--- config.mk ---
export PLATFORM = sky130hd
export DESIGN_NAME = dlem_top
export DESIGN_NICKNAME = d
export VERILOG_FILES = /design/src/dlem_pkg.sv /design/src/dlem_top.sv /design/src/dlem_sync2.sv /design/src/dlem_err_counter.sv
export SDC_FILE = /design/constraint.sdc
export NUM_CORES = 1
export LEC_CHECK = 0
export BUFFER_PORTS_ARGS = -buffer_cell sky130_fd_sc_hd__buf_4
export CORE_AREA = 3 3 318 320
export CTS_CLUSTER_DIAMETER = 120
export DETAILED_ROUTE_END_ITERATION = 8
export DIE_AREA = 0 0 321 323
export PLACE_DENSITY_LB_ADDON = 0.3
export SYNTH_ARGS = -nofsm -noshare
export SYNTH_HDL_FRONTEND = slang
export SYNTH_SLANG_ARGS = --single-unit
--- constraint.sdc ---
create_clock -name ref_clk_in -period 8.8 [get_ports ref_clk_in]
set_clock_uncertainty 0.1 [all_clocks]
set_input_delay 1.76 -clock ref_clk_in [delete_from_list [all_inputs] [get_ports ref_clk_in]]
set_output_delay 1.76 -clock ref_clk_in [all_outputs]
set_load 0.05 [all_outputs]
--- src/dlem_pkg.sv ---
/*
 dlem_pkg: constants, register map and carrier types of the line error
 monitor. Assumes a 20 MHz system clock and a 32-bit APB register bus.
*/
package dlem_pkg;

   localparam int CLK_HZ     = 20_000_000;
   localparam int TICK_S     = 1;
   localparam int SEC_CYCLES = TICK_S * CLK_HZ;

   localparam logic [11:0] ADDR_CMD   = 12'h000;
   localparam logic [11:0] ADDR_CFG   = 12'h004;
   localparam logic [11:0] ADDR_EM_A  = 12'h008;
   localparam logic [11:0] ADDR_EM_B  = 12'h00C;
   localparam logic [11:0] ADDR_EM_C  = 12'h010;
   localparam logic [11:0] ADDR_STAT  = 12'h014;
   localparam logic [11:0] ADDR_ACT   = 12'h018;
   localparam logic [11:0] ADDR_SAVED = 12'h01C;
   localparam logic [11:0] ADDR_ERR0  = 12'h020;

   localparam int CMD_START  = 0;
   localparam int CMD_CLEAR  = 1;
   localparam int CMD_SAVE   = 2;
   localparam int CMD_RECALL = 3;

   localparam int ERR_NUM       = 9;
   localparam int ERR_CRC       = 0;
   localparam int ERR_SYNC_LOSS = 1;

   localparam logic [6:0]  TS_MIN      = 7'h01;
   localparam logic [6:0]  TS_MAX      = 7'h48;
   localparam logic [12:0] KBPS_PER_TS = 13'h040;

   localparam logic [1:0] CLKSRC_OSC     = 2'h0;
   localparam logic [1:0] CLKSRC_SER_TX  = 2'h1;
   localparam logic [1:0] CLKSRC_LINE_RX = 2'h2;

   typedef enum logic [1:0] {
      CLK_INTERNAL = 2'h0,
      CLK_EXTERNAL = 2'h1,
      CLK_RECOVER  = 2'h2
   } dlem_clk_type;

   typedef enum logic [1:0] {
      LOOP_OFF            = 2'h0,
      LOCAL_ANALOG_LOOP   = 2'h1,
      REMOTE_DIGITAL_LOOP = 2'h2
   } dlem_loop_type;

   typedef enum logic [1:0] {
      PRBS_OFF         = 2'h0,
      PRBS_511         = 2'h1,
      PRBS_WITH_ERRORS = 2'h2
   } dlem_prbs_type;

   typedef enum logic [3:0] {
      MON_IDLE  = 4'h1,
      MON_DELAY = 4'h2,
      MON_INT   = 4'h4,
      MON_STOP  = 4'h8
   } dlem_mon_type;

   typedef struct packed {
      logic          fpsw_en;
      dlem_loop_type loopback;
      dlem_prbs_type pattern;
      logic          link_en;
      logic          line_probe;
      logic          annex_b;
      dlem_clk_type  clk_mode;
      logic [6:0]    timeslots;
   } dlem_cfg_type;

   typedef struct packed {
      logic [15:0] maxint;
      logic [15:0] inttime;
      logic [15:0] intcnt;
      logic [15:0] totint;
      logic [15:0] startdelay;
   } dlem_em_type;

   localparam dlem_cfg_type CFG_RST = '{1'b0, LOOP_OFF, PRBS_OFF, 1'b1,
      1'b0, 1'b0, CLK_INTERNAL, 7'h01};
   localparam dlem_em_type EM_RST = '{16'h0000, 16'h0001, 16'h0001,
      16'h0000, 16'h0000};

endpackage

--- src/dlem_top.sv ---
/*
 dlem_top: line link supervisor with error monitor, configuration
 registers behind APB and line error counters. Assumes the line
 transceiver reports link-up and error events on pins, and applies
 the configuration outputs whenever line_restart_out pulses.
*/
// Summary of operation
// - after startup delay count errors per interval, judge against threshold
// - interval with errors >= threshold is errored; enough errored restarts
// - wait startup delay seconds after link comes up before inspecting
// - stop monitoring after the configured total intervals are inspected
// - threshold zero keeps the monitor disabled, no error restarts
// - total interval count zero runs the monitor forever
// - rate, clock, annex, probe, monitor settings apply at next restart
// - start command restarts the link and applies pending settings
// - timeslots 1 to 72 accepted, rate is timeslots times 64k
// - disabled port never establishes a link
// - internal mode: oscillator clocks line and serial sides
// - external mode: serial transmit clock drives line transmit
// - recover mode: line receive clock drives line tx and serial rx
// - loopback off, local analog, remote digital; prbs off, 511, prbs_with_errors
// - front panel switches start tests only when enabled
// - clear command zeroes all line error counters
// - settings are volatile; reset also clears the saved copy that recall restores
// - counters for crc, sync loss, fifo full, empty, slip, stuff
`timescale 1ns/1ps
module dlem_top #(
   parameter int SEC_CYCLES = dlem_pkg::SEC_CYCLES
) (
   input  wire logic        ref_clk_in,
   input  wire logic        rstn_in,
   input  wire logic        psel_in,
   input  wire logic        penable_in,
   input  wire logic        pwrite_in,
   input  wire logic [11:0] paddr_in,
   input  wire logic [31:0] pwdata_in,
   output logic      [31:0] prdata_out,
   output logic             pready_out,
   output logic             pslverr_out,
   input  wire logic        line_link_up_in,
   input  wire logic [8:0]  line_err_evt_in,
   input  wire logic        fp_local_loop_in,
   input  wire logic        fp_remote_loop_in,
   output logic             line_enable_out,
   output logic             line_restart_out,
   output logic      [6:0]  rate_ts_out,
   output logic      [12:0] rate_kbps_out,
   output logic      [1:0]  line_tx_clk_sel_out,
   output logic      [1:0]  ser_clk_sel_out,
   output logic             annex_b_out,
   output logic             line_probe_out,
   output logic      [1:0]  loopback_out,
   output logic      [1:0]  prbs_out
);
   localparam int NPIN = dlem_pkg::ERR_NUM + 3;

   logic [NPIN-1:0] pin_s;
   logic [8:0]      evt_s;
   logic [8:0]      evt_prev_q;
   logic [8:0]      evt_pulse;
   logic            link_up_s;
   logic            fp_lal_s;
   logic            fp_rdl_s;
   logic [15:0]     err_cnt [dlem_pkg::ERR_NUM];

   // pins cross into the clock domain before anything reads them
   dlem_sync2 #(
      .WIDTH(NPIN)
   ) u_sync (
      .ref_clk_in(ref_clk_in),
      .rstn_in   (rstn_in),
      .async_in  ({fp_remote_loop_in, fp_local_loop_in, line_link_up_in,
                   line_err_evt_in}),
      .sync_out  (pin_s)
   );

   assign evt_s     = pin_s[8:0];
   assign link_up_s = pin_s[9];
   assign fp_lal_s  = pin_s[10];
   assign fp_rdl_s  = pin_s[11];
   assign evt_pulse = evt_s & ~evt_prev_q;

   // APB decode, shared by the read mux and the write path
   function automatic logic [4:0] reg_index(input logic [11:0] a);
      logic [11:0] off;
      off = a - dlem_pkg::ADDR_ERR0;
      if (a == dlem_pkg::ADDR_CMD) begin
         reg_index = 5'h00;
      end else if (a == dlem_pkg::ADDR_CFG) begin
         reg_index = 5'h01;
      end else if (a == dlem_pkg::ADDR_EM_A) begin
         reg_index = 5'h02;
      end else if (a == dlem_pkg::ADDR_EM_B) begin
         reg_index = 5'h03;
      end else if (a == dlem_pkg::ADDR_EM_C) begin
         reg_index = 5'h04;
      end else if (a == dlem_pkg::ADDR_STAT) begin
         reg_index = 5'h05;
      end else if (a == dlem_pkg::ADDR_ACT) begin
         reg_index = 5'h06;
      end else if (a == dlem_pkg::ADDR_SAVED) begin
         reg_index = 5'h07;
      end else if (a >= dlem_pkg::ADDR_ERR0 && off[1:0] == 2'h0
                   && off[11:2] < 10'(dlem_pkg::ERR_NUM)) begin
         reg_index = 5'h10 + {1'b0, off[5:2]};
      end else begin
         reg_index = 5'h1F;
      end
   endfunction

   dlem_pkg::dlem_cfg_type cfg_q, cfg_d, act_q, act_d, sav_q, sav_d;
   dlem_pkg::dlem_em_type  em_q, em_d, ema_q, ema_d, emsav_q, emsav_d;
   logic        pready_d;
   logic        pslverr_d;
   logic [31:0] prdata_d;
   logic [4:0]  idx;
   logic        wr_acc;
   logic        cmd_start;
   logic        cmd_clear;
   dlem_pkg::dlem_mon_type mon_q, mon_d;
   logic [15:0] secs_q, secs_d, ierr_q, ierr_d, ei_q, ei_d;
   logic [15:0] insp_q, insp_d;
   logic [16:0] ierr_sum;
   logic [1:0]  new_err;
   logic        mon_restart;
   logic        restart;

   always_comb begin
      idx       = reg_index(paddr_in);
      wr_acc    = psel_in & penable_in & pready_out & pwrite_in;
      pready_d  = psel_in & penable_in & ~pready_out;
      pslverr_d = 1'b0;
      prdata_d  = prdata_out;
      cfg_d     = cfg_q;
      em_d      = em_q;
      sav_d     = sav_q;
      emsav_d   = emsav_q;
      cmd_start = 1'b0;
      cmd_clear = 1'b0;
      if (pready_d) begin
         pslverr_d = (idx == 5'h1F);
         prdata_d  = 32'h0000_0000;
         if (idx == 5'h01) begin
            prdata_d = 32'(cfg_q);
         end else if (idx == 5'h02) begin
            prdata_d = {em_q.inttime, em_q.maxint};
         end else if (idx == 5'h03) begin
            prdata_d = {em_q.totint, em_q.intcnt};
         end else if (idx == 5'h04) begin
            prdata_d = {16'h0000, em_q.startdelay};
         end else if (idx == 5'h05) begin
            prdata_d = {insp_q, ei_q[7:0], 3'h0, link_up_s, mon_q};
         end else if (idx == 5'h06) begin
            prdata_d = 32'(act_q);
         end else if (idx == 5'h07) begin
            prdata_d = 32'(sav_q);
         end else if (idx[4]) begin
            prdata_d = {16'h0000, err_cnt[idx[3:0]]};
         end
      end
      if (wr_acc) begin
         if (idx == 5'h00) begin
            cmd_start = pwdata_in[dlem_pkg::CMD_START];
            cmd_clear = pwdata_in[dlem_pkg::CMD_CLEAR];
            if (pwdata_in[dlem_pkg::CMD_SAVE]) begin
               sav_d   = cfg_q;
               emsav_d = em_q;
            end
            if (pwdata_in[dlem_pkg::CMD_RECALL]) begin
               cfg_d = sav_q;
               em_d  = emsav_q;
            end
         end else if (idx == 5'h01) begin
            cfg_d = pwdata_in[16:0];
            // out-of-range rates keep the previous count
            if (pwdata_in[6:0] < dlem_pkg::TS_MIN
                || pwdata_in[6:0] > dlem_pkg::TS_MAX) begin
               cfg_d.timeslots = cfg_q.timeslots;
            end
         end else if (idx == 5'h02) begin
            em_d.maxint  = pwdata_in[15:0];
            em_d.inttime = pwdata_in[31:16];
         end else if (idx == 5'h03) begin
            em_d.intcnt = pwdata_in[15:0];
            em_d.totint = pwdata_in[31:16];
         end else if (idx == 5'h04) begin
            em_d.startdelay = pwdata_in[15:0];
         end
      end
   end

   // one-second time base
   logic [24:0] tick_cnt_q, tick_cnt_d;
   logic        tick_q, tick_d;

   always_comb begin
      tick_d     = 1'b0;
      tick_cnt_d = tick_cnt_q + 25'h0000001;
      if (tick_cnt_q == 25'(SEC_CYCLES - 1)) begin
         tick_cnt_d = 25'h0000000;
         tick_d     = 1'b1;
      end
   end

   // error monitor
   always_comb begin
      new_err     = {1'b0, evt_pulse[dlem_pkg::ERR_CRC]}
                    + {1'b0, evt_pulse[dlem_pkg::ERR_SYNC_LOSS]};
      ierr_sum    = {1'b0, ierr_q} + {15'h0000, new_err};
      mon_d       = mon_q;
      secs_d      = secs_q;
      ierr_d      = ierr_sum[16] ? 16'hFFFF : ierr_sum[15:0];
      ei_d        = ei_q;
      insp_d      = insp_q;
      mon_restart = 1'b0;
      case (mon_q)
         dlem_pkg::MON_IDLE: begin
            secs_d = 16'h0000;
            ierr_d = 16'h0000;
            if (link_up_s && ema_q.maxint != 16'h0000) begin
               mon_d = (ema_q.startdelay == 16'h0000) ? dlem_pkg::MON_INT
                                                      : dlem_pkg::MON_DELAY;
            end
         end
         dlem_pkg::MON_DELAY: begin
            ierr_d = 16'h0000;
            if (tick_q) begin
               secs_d = secs_q + 16'h0001;
               if (secs_q + 16'h0001 >= ema_q.startdelay) begin
                  mon_d  = dlem_pkg::MON_INT;
                  secs_d = 16'h0000;
               end
            end
         end
         dlem_pkg::MON_INT: begin
            if (tick_q) begin
               secs_d = secs_q + 16'h0001;
               // an inttime of zero behaves as one second
               if (secs_q + 16'h0001 >= ema_q.inttime) begin
                  secs_d = 16'h0000;
                  ierr_d = {14'h0000, new_err};
                  insp_d = insp_q + 16'h0001;
                  if (ierr_sum >= {1'b0, ema_q.maxint}) begin
                     ei_d = ei_q + 16'h0001;
                     if (ei_q + 16'h0001 >= ema_q.intcnt) begin
                        mon_restart = 1'b1;
                     end
                  end
                  if (!mon_restart && ema_q.totint != 16'h0000
                      && insp_q + 16'h0001 >= ema_q.totint) begin
                     mon_d = dlem_pkg::MON_STOP;
                  end
               end
            end
         end
         dlem_pkg::MON_STOP: begin
            ierr_d = ierr_q;
         end
         default: begin
            mon_d = dlem_pkg::MON_IDLE;
         end
      endcase
      if (!link_up_s) begin
         mon_d = dlem_pkg::MON_IDLE;
      end
      restart = cmd_start | mon_restart;
      if (restart) begin
         mon_d  = dlem_pkg::MON_IDLE;
         secs_d = 16'h0000;
         ierr_d = 16'h0000;
         ei_d   = 16'h0000;
         insp_d = 16'h0000;
      end
      // pending settings take effect only here
      act_d = restart ? cfg_q : act_q;
      ema_d = restart ? em_q : ema_q;
   end

   // line-side outputs
   logic [1:0] loop_d;
   logic [1:0] ltx_sel_d;
   logic [1:0] ser_sel_d;

   always_comb begin
      loop_d = cfg_q.loopback;
      if (cfg_q.loopback == dlem_pkg::LOOP_OFF && cfg_q.fpsw_en) begin
         if (fp_lal_s) begin
            loop_d = dlem_pkg::LOCAL_ANALOG_LOOP;
         end else if (fp_rdl_s) begin
            loop_d = dlem_pkg::REMOTE_DIGITAL_LOOP;
         end
      end
      case (act_d.clk_mode)
         dlem_pkg::CLK_EXTERNAL: begin
            ltx_sel_d = dlem_pkg::CLKSRC_SER_TX;
            ser_sel_d = dlem_pkg::CLKSRC_SER_TX;
         end
         dlem_pkg::CLK_RECOVER: begin
            ltx_sel_d = dlem_pkg::CLKSRC_LINE_RX;
            ser_sel_d = dlem_pkg::CLKSRC_LINE_RX;
         end
         default: begin
            ltx_sel_d = dlem_pkg::CLKSRC_OSC;
            ser_sel_d = dlem_pkg::CLKSRC_OSC;
         end
      endcase
   end

   always_ff @(posedge ref_clk_in) begin
      if (!rstn_in) begin
         pready_out          <= 1'b0;
         pslverr_out         <= 1'b0;
         prdata_out          <= 32'h0000_0000;
         cfg_q               <= dlem_pkg::CFG_RST;
         act_q               <= dlem_pkg::CFG_RST;
         sav_q               <= dlem_pkg::CFG_RST;
         em_q                <= dlem_pkg::EM_RST;
         ema_q               <= dlem_pkg::EM_RST;
         emsav_q             <= dlem_pkg::EM_RST;
         tick_cnt_q          <= 25'h0000000;
         tick_q              <= 1'b0;
         evt_prev_q          <= 9'h000;
         mon_q               <= dlem_pkg::MON_IDLE;
         secs_q              <= 16'h0000;
         ierr_q              <= 16'h0000;
         ei_q                <= 16'h0000;
         insp_q              <= 16'h0000;
         line_enable_out     <= 1'b0;
         line_restart_out    <= 1'b0;
         rate_ts_out         <= dlem_pkg::TS_MIN;
         rate_kbps_out       <= dlem_pkg::KBPS_PER_TS;
         line_tx_clk_sel_out <= 2'h0;
         ser_clk_sel_out     <= 2'h0;
         annex_b_out         <= 1'b0;
         line_probe_out      <= 1'b0;
         loopback_out        <= 2'h0;
         prbs_out            <= 2'h0;
      end else begin
         pready_out          <= pready_d;
         pslverr_out         <= pslverr_d;
         prdata_out          <= prdata_d;
         cfg_q               <= cfg_d;
         act_q               <= act_d;
         sav_q               <= sav_d;
         em_q                <= em_d;
         ema_q               <= ema_d;
         emsav_q             <= emsav_d;
         tick_cnt_q          <= tick_cnt_d;
         tick_q              <= tick_d;
         evt_prev_q          <= evt_s;
         mon_q               <= mon_d;
         secs_q              <= secs_d;
         ierr_q              <= ierr_d;
         ei_q                <= ei_d;
         insp_q              <= insp_d;
         // port enable is immediate; the restart pulse drops it for a cycle
         line_enable_out     <= cfg_q.link_en & ~restart;
         line_restart_out    <= restart;
         rate_ts_out         <= act_d.timeslots;
         rate_kbps_out       <= 13'(act_d.timeslots) * dlem_pkg::KBPS_PER_TS;
         line_tx_clk_sel_out <= ltx_sel_d;
         ser_clk_sel_out     <= ser_sel_d;
         annex_b_out         <= act_d.annex_b;
         line_probe_out      <= act_d.line_probe;
         loopback_out        <= loop_d;
         prbs_out            <= cfg_q.pattern;
      end
   end

   // one saturating counter per line error kind
   genvar gi;
   generate
      for (gi = 0; gi < dlem_pkg::ERR_NUM; gi++) begin : g_err
         dlem_err_counter u_cnt (
            .ref_clk_in(ref_clk_in),
            .rstn_in   (rstn_in),
            .inc_in    (evt_pulse[gi]),
            .clr_in    (cmd_clear),
            .count_out (err_cnt[gi])
         );
      end
   endgenerate
endmodule

--- src/dlem_sync2.sv ---
/*
 dlem_sync2: two-flop synchroniser for a vector of pin levels.
 Assumes each bit is an independent slow level from outside the clock.
*/
`timescale 1ns/1ps
module dlem_sync2 #(
   parameter int WIDTH = 1
) (
   input  wire logic             ref_clk_in,
   input  wire logic             rstn_in,
   input  wire logic [WIDTH-1:0] async_in,
   output logic      [WIDTH-1:0] sync_out
);
   logic [WIDTH-1:0] meta_q;

   always_ff @(posedge ref_clk_in) begin
      if (!rstn_in) begin
         meta_q   <= '0;
         sync_out <= '0;
      end else begin
         meta_q   <= async_in;
         sync_out <= meta_q;
      end
   end
endmodule

--- src/dlem_err_counter.sv ---
/*
 dlem_err_counter: 16-bit saturating event counter with clear.
 Assumes inc_in is a one-cycle pulse on the same clock.
*/
`timescale 1ns/1ps
module dlem_err_counter (
   input  wire logic        ref_clk_in,
   input  wire logic        rstn_in,
   input  wire logic        inc_in,
   input  wire logic        clr_in,
   output logic      [15:0] count_out
);
   logic [15:0] cnt_d;

   always_comb begin
      cnt_d = count_out;
      if (clr_in) begin
         cnt_d = 16'h0000;
      end
      if (inc_in && cnt_d != 16'hFFFF) begin
         cnt_d = cnt_d + 16'h0001;
      end
   end

   always_ff @(posedge ref_clk_in) begin
      if (!rstn_in) begin
         count_out <= 16'h0000;
      end else begin
         count_out <= cnt_d;
      end
   end
endmodule

==> results.toml, run 1 <==
[pwr]
cellLeakagePower_nw = 12.77
ir_worst_vdd_v = 0.0001046
total_power_mw = 5.922
power.density_mw_per_mm2 = 176.3

[drt]
post_drt_via_cell_ratio = 5.106
wl_per_cell_um = 19.03
drc_errors = 0
dr.first_iter.drc_count = 1961
detail-route-antenna-nets = 0
m1WireLength_um = 47180
dr_wl_met3_um = 5856
route.vias.total = 24996
top_layer = "met4"
dr.pass1.iters = 7
finalWirelength_um = 93160
met2RoutedLength_um = 38060

[critical_path]
slowest_delay_ns = 0.83
r2r_start = "u_sync.sync_out[0]$_SDFF_PN0_"
worstReg2RegEnd = "ema_q[58]$_SDFFE_PN0P_"
crit_start = "u_sync.sync_out[0]$_SDFF_PN0_"
crit_family = "simple AND/OR/NAND/NOR gates"
r2r_setup_slack_ns = 2.73
critPathMaxFanout = 78
critPathKind = "register to register"
cpMostUsedCell = "and3_1"
startpoint_type = "register"
crit_chain = "inv_1 -> nor2_1 -> ha_1 -> ha_1 -> fa_1 -> and3_1 -> and3_1 -> and3_1 -> and3_1 -> nand3_1 -> xnor2_1 -> ha_1 -> nand4_1 -> nor4_1 -> nand4_1 -> and3_4 -> a2111oi_4 -> buf_4 -> a22o_4 -> buf_4 -> nand2_1 -> a21boi_1"
cp.arrival_ns = 6.50
endpoint_kind = "register"
rr_worst_depth = 22
crit_buf_inv = 3
required_ns = 9.23
cp_slowest_cell = "a22o_4"

[floorplan]
initial_utilization_pct = 30.00
dieArea_mm2 = 0.1037
rows = 115
io_pins = 127
die_x_um = 321
die_y_um = 323
core_area_mm2 = 0.09842

[timing]
grt_setup_unrepaired = "false"
finalMaxSlewViolations = 0
tightest_slew_ns = 1.095
setup_viol = 0
timing.hold.ws_ns = 0.3326
slew_headroom_pct = 26.74
finalHoldViolations = 0
finalSetupTns_ns = 0
finalCritPeriodShare_pct = 68.94
min_period_ns = 6.066
setup_ws_ns = 2.734
fmax_ghz = 0.1648

[synthesis]
ys_dominant_reg_cell = "dfxtp_1"
synth.top_cells.by_area = "dfxtp_1 41%, nand2_1 8.6%, xor2_1 4.6%, ha_1 3.7%, a21oi_1 3.4%"
synth-compound-area-share_pct = 19.87
synth_top_cell_by_area = "dfxtp_1"
syn_avg_cell_area_um2 = 8.279
synth_mux_area_share_pct = 1.729
synthAdderAreaFrac_pct = 3.797
seq_area_frac_synth_pct = 40.95
synth-edff-count = 0
netlist_area_mm2 = 0.02952
syn-instance-count = 3566
synth-seq-cells = 604
yosys.area_share.xor_xnor_pct = 6.734
synth_top_family_by_area = "simple AND/OR/NAND/NOR gates"
synthArstFlopShare_pct = 0
ys_types = 86
synth_top_cell_area_share_pct = 40.95
yosysWarnings = 0
synth-simple-area-share_pct = 21.99

[cts]
cts_resized = 0
htreeDepth = 3
clockBufferDepth = 3
cts-hold-fix-buffers = 0
clock-sinks = 604
clock_latency_ns = 0.63
post_cts_buffers = 0
cts-root-buf = "clkbuf_16"
clk_pin_slew_worst_paths_ns = 0.06
tritoncts = "done"
numCtsBuffers = 70

[place]
portBuffers = 120
post-place-ws_ns = 2.702
dpl.hpwl_um = 64060
gp_congestion = 0.8267
place_inst = 4774
placed_area_mm2 = 0.03134

[min_path]
hold_end = "u_sync.sync_out[8]$_SDFF_PN0_"
holdPathStages = 1
worstHoldStart = "u_sync.meta_q[8]$_SDFF_PN0_"
hold_path.class = "register to register"

[grt]
gr-usage-all-layers_pct = 17.55
gr-total-overflow = 0
grt_pass1_vias = 23117
antenna_found_initial = 0
grt_max_degree = 162
grt_pass1_wl_um = 142800

[finish]
syn_to_final_growth_pct = 13.76
nNetsFinal = 3709
final_cell_mix = "674 x nand2_1, 604 x dfxtp_1, 242 x nor2_1, 197 x a21oi_1, 154 x xor2_1"
diodes = 0
fin_util_pct = 34.13
drive_above_1_share_pct = 9.257
fin_area_mm2 = 0.03359
layout.cells.non_filler = 4895
final_common_cell = "nand2_1"

[run_status]
status = "complete, no violations"

[job]
cap_violations = 0
==> power by group <==
group	switching [mW]	internal, mW
logic	0.172	0.0817
clock network	1.18	1.72
registers	0.0151	2.75
==> cell usage after synthesis, types with 6 or more instances <==
| library cell | number |
|---|---|
| a21oi_1 | 200 |
| o21ai_0 | 123 |
| buf_1 | 19 |
| buf_4 | 23 |
| nor2_1 | 246 |
| xnor2_1 | 73 |
| o21ai_1 | 7 |
| a22o_1 | 16 |
| o21a_1 | 15 |
| nor3b_1 | 7 |
| a21boi_0 | 95 |
| nand2_1 | 677 |
| xor2_1 | 154 |
| nand2b_1 | 23 |
| a22oi_1 | 13 |
| buf_2 | 23 |
| ha_1 | 88 |
| o221ai_1 | 10 |
| nand4_1 | 44 |
| a311oi_1 | 6 |
| nor3_1 | 36 |
| a221oi_1 | 16 |
| buf_6 | 12 |
| dfxtp_1 | 604 |
| mux2i_1 | 15 |
| a21boi_1 | 94 |
| nor2b_1 | 40 |
| o211ai_1 | 10 |
| or2_2 | 10 |
| o211a_1 | 61 |
| a21o_1 | 19 |
| clkbuf_1 | 157 |
| mux2_2 | 32 |
| a222oi_1 | 15 |
| a211oi_1 | 27 |
| nand3_1 | 122 |
| a31oi_1 | 39 |
| nor4_1 | 25 |
| o22ai_1 | 38 |
| and2_1 | 78 |
| and3_1 | 52 |
| and4_1 | 17 |
| or3_1 | 10 |
| inv_1 | 97 |
==> state kept, by name, summed over array words and instances (netlist names), 9 cells and up <==
signal and flops:
emsav_q 80, sav_q 17, act_q 17, insp_q 16
u_sync.meta_q 12, ema_q 80, cfg_q 17, g_err.u_cnt.count_out 144
ierr_q 16, u_sync.sync_out 12, secs_q 16, prdata_out 32
ei_q 16, em_q 80, tick_cnt_q 25, evt_prev_q 9
==> worst max-delay path by stage <==
stage / end / slack (ns) / cells past startpoint
CTS: ema_q[9]$_SDFFE_PN0P_ / 2.75 / 22
detailed placement: ema_q[9]$_SDFFE_PN0P_ / 2.70 / 10
finish: ema_q[58]$_SDFFE_PN0P_ / 2.73 / 22
global placement: prdata_out[9]$_SDFFE_PN0P_ / 2.78 / 7
global route: ema_q[28]$_SDFFE_PN0P_ / 2.29 / 22
floorplan: ser_clk_sel_out[0]$_SDFF_PN0_ / 4.01 / 23
==> cell families after synthesis <==
family | after synthesis
and+or+nand+nor | 1413
AOI/OAI and AO/OA | 853
DFF | 604
buffers and inverters | 332
xor gates and xnor gates | 227
adders and majority gates | 89
muxes | 47
other | 1
==> worst register-to-register path, stage by stage (launching register included) <==
cell,delay [ns]
dfxtp_1,0.33
inv_1,0.05
nor2_1,0.16
ha_1,0.30
ha_1,0.23
fa_1,0.44
and3_1,0.26
and3_1,0.28
and3_1,0.26
and3_1,0.24
nand3_1,0.11
xnor2_1,0.09
ha_1,0.33
nand4_1,0.10
nor4_1,0.21
nand4_1,0.13
and3_4,0.21
a2111oi_4,0.32
buf_4,0.30
a22o_4,0.83
buf_4,0.45
nand2_1,0.10
a21boi_1,0.15
==> final cells by class <==
cell class | count | area, um^2
clock buffer | 105 | 2087
clock inverter | 16 | 162.7
fill | 10373 | 64830
inverter | 98 | 367.9
multi-input combinational | 2635 | 16110
sequential | 604 | 12090
tap | 1287 | 1610
timing repair buffer | 150 | 1159
==> routing by layer <==
layer / track usage [%] / up-vias
met3: 3.354 / 118
met4: 4.782 / 0
met2: 25.15 / 632
met5: 0 / -
met1: 26.52 / 11922
li1: - / 12324
(Power assumes the default switching activity.)
==> run 2, diff against run 1 <==
- clock period: 8.8 -> 6.4 ns (I/O delays scaled with it)
==> results.toml, run 2 (same netlist as run 1, synthesis figures left out) <==
[run_status]
status = "complete, no violations"

[critical_path]
crit_buf_inv = 3
cpMostUsedCell = "and3_1"
crit_start = "evt_prev_q[1]$_SDFF_PN0_"
endpoint_kind = "register"
cp_slowest_cell = "fa_1"
rr_worst_depth = 22
cp.arrival_ns = 6.02
path_depth = 22
critPathKind = "register to register"
worstReg2RegEnd = "ser_clk_sel_out[1]$_SDFF_PN0_"
slowest_delay_ns = 0.44
r2r_setup_slack_ns = 0.79
crit_end = "ser_clk_sel_out[1]$_SDFF_PN0_"
crit_family = "simple AND/OR/NAND/NOR gates"
crit_chain = "nand2b_1 -> inv_1 -> ha_1 -> ha_1 -> fa_1 -> and3_1 -> and3_1 -> and3_1 -> and3_1 -> nand3_1 -> xnor2_1 -> ha_1 -> nand4_1 -> nor4_1 -> nand4_1 -> and3_4 -> a2111oi_4 -> buf_4 -> a22o_4 -> buf_4 -> nor3b_1 -> o21a_1"
critPathMaxFanout = 27
r2r_start = "evt_prev_q[1]$_SDFF_PN0_"
startpoint_type = "register"
required_ns = 6.81

[cts]
cts-hold-fix-buffers = 0
clk_pin_slew_worst_paths_ns = 0.06
htreeDepth = 3
clock-sinks = 604
clock_latency_ns = 0.62
post_cts_buffers = 0
clockBufferDepth = 3
cts-root-buf = "clkbuf_16"
numCtsBuffers = 70
tritoncts = "done"
cts_resized = 0

[grt]
grt_max_degree = 115
gr-total-overflow = 0
grt_pass1_vias = 22966
grt_pass1_wl_um = 141600
antenna_found_initial = 1
gr-usage-all-layers_pct = 17.41

[drt]
dr.first_iter.drc_count = 2155
post_drt_via_cell_ratio = 5.133
wl_per_cell_um = 18.86
dr.pass1.iters = 6
route.vias.total = 25234
detail-route-antenna-nets = 0
finalWirelength_um = 92700
drc_errors = 0

[place]
portBuffers = 120
place_inst = 4791
dpl.hpwl_um = 64740
gp_congestion = 0.8412

[floorplan]
io_pins = 127
core_area_mm2 = 0.09842
initial_utilization_pct = 30.00
dieArea_mm2 = 0.1037
die_y_um = 323
die_x_um = 321
rows = 115

[pwr]
p_clk_share_pct = 49.6
cellLeakagePower_nw = 12.90
p_switching_mw = 1.914
p_seq_share_pct = 46.1
total_power_mw = 8.250
power_switching_share_pct = 23.20
ir_worst_vdd_v = 0.0001465
power.density_mw_per_mm2 = 243.8
combPwrFrac_pct = 4.3
p_int_mw = 6.336

[job]
cap_violations = 0

[min_path]
hold_path.class = "register to register"

[finish]
layout.cells.non_filler = 4916
final_common_cell = "nand2_1"
final_cell_mix = "674 x nand2_1, 604 x dfxtp_1, 242 x nor2_1, 198 x a21oi_1, 160 x buf_4"
drive_above_1_share_pct = 9.868
syn_to_final_growth_pct = 14.62
multi_input_area_mm2 = 0.01611
fillCellCount = 10303
nNetsFinal = 3726
regArea_mm2 = 0.01209
largest_reg_flops = 144
top_register = "g_err.u_cnt.count_out"

[timing]
finalMaxSlewViolations = 0
finalSetupTns_ns = 0
grt_setup_unrepaired = "false"
tightest_slew_ns = 1.065
slew_headroom_pct = 28.75
finalHoldViolations = 0
finalCritPeriodShare_pct = 87.72
min_period_ns = 5.614
fmax_ghz = 0.1781
setup_viol = 0
-- run 2: cell types whose count changed in the layout (fill, tap and decap cells not counted), sizes merged --
| cell | previous run | this run |
|---|---|---|
| bufinv | 3 | 4 |
| clkbuf | 105 | 102 |
| clkinvlp | 0 | 2 |
| diode | 0 | 1 |
| buf | 150 | 167 |
| inv | 98 | 101 |
-- run 2: layout make-up --
cell class | instances | share of cell area [%]
antenna | 1 | 0.007395
tap | 1287 | 4.758
clock inverter | 22 | 0.6803
sequential | 604 | 35.73
clock buffer | 102 | 6.193
multi-input combinational | 2635 | 47.59
inverter | 98 | 1.087
timing repair buffer | 167 | 3.949
-- run 2: stage by stage --
stage / hold WS [ns] / worst slack [ns] / area [um^2] / util [%]
floorplan: 0.3119 / 1.610 / 29540 / -
global placement: 0.3208 / 0.8695 / 31510 / 32.02
detailed placement: 0.3169 / 0.8068 / 31510 / 32.02
CTS: 0.3317 / 0.7908 / 33840 / 34.38
global route: 0.3571 / 0.3556 / 33840 / 34.38
finish: 0.3304 / 0.7862 / 33840 / 34.38
-- run 2: how the worst min path moves through the flow --
stage | from | to | slack, ns | cells after the start
2_1_floorplan | u_sync.meta_q[0]$_SDFF_PN0_ | u_sync.sync_out[0]$_SDFF_PN0_ | 0.31 | 1
3_3_place_gp | u_sync.meta_q[11]$_SDFF_PN0_ | u_sync.sync_out[11]$_SDFF_PN0_ | 0.32 | 1
3_5_place_dp | u_sync.meta_q[10]$_SDFF_PN0_ | u_sync.sync_out[10]$_SDFF_PN0_ | 0.32 | 1
4_1_cts | u_sync.meta_q[10]$_SDFF_PN0_ | u_sync.sync_out[10]$_SDFF_PN0_ | 0.33 | 1
5_1_grt | u_sync.meta_q[10]$_SDFF_PN0_ | u_sync.sync_out[10]$_SDFF_PN0_ | 0.36 | 1
6_report | u_sync.meta_q[10]$_SDFF_PN0_ | u_sync.sync_out[10]$_SDFF_PN0_ | 0.33 | 1
-- run 2: per-layer routing --
layer	track usage, %	vias to the layer above	wire (um)
li1	-	12394	-
met3	2.647	101	5797
met2	25.13	665	38390
met4	4.508	0	1779
met5	0	-	0
met1	26.68	12074	46740
-- run 2: power groups by stage --
stage,Clock [mW],Combinational [mW],Sequential (mW)
2_1_floorplan,0,0.184,3.92
3_3_place_gp,0,0.352,3.89
3_5_place_dp,0,0.353,3.89
4_1_cts,4.20,0.354,3.81
5_1_grt,4.34,0.380,3.81
6_report,4.09,0.355,3.81
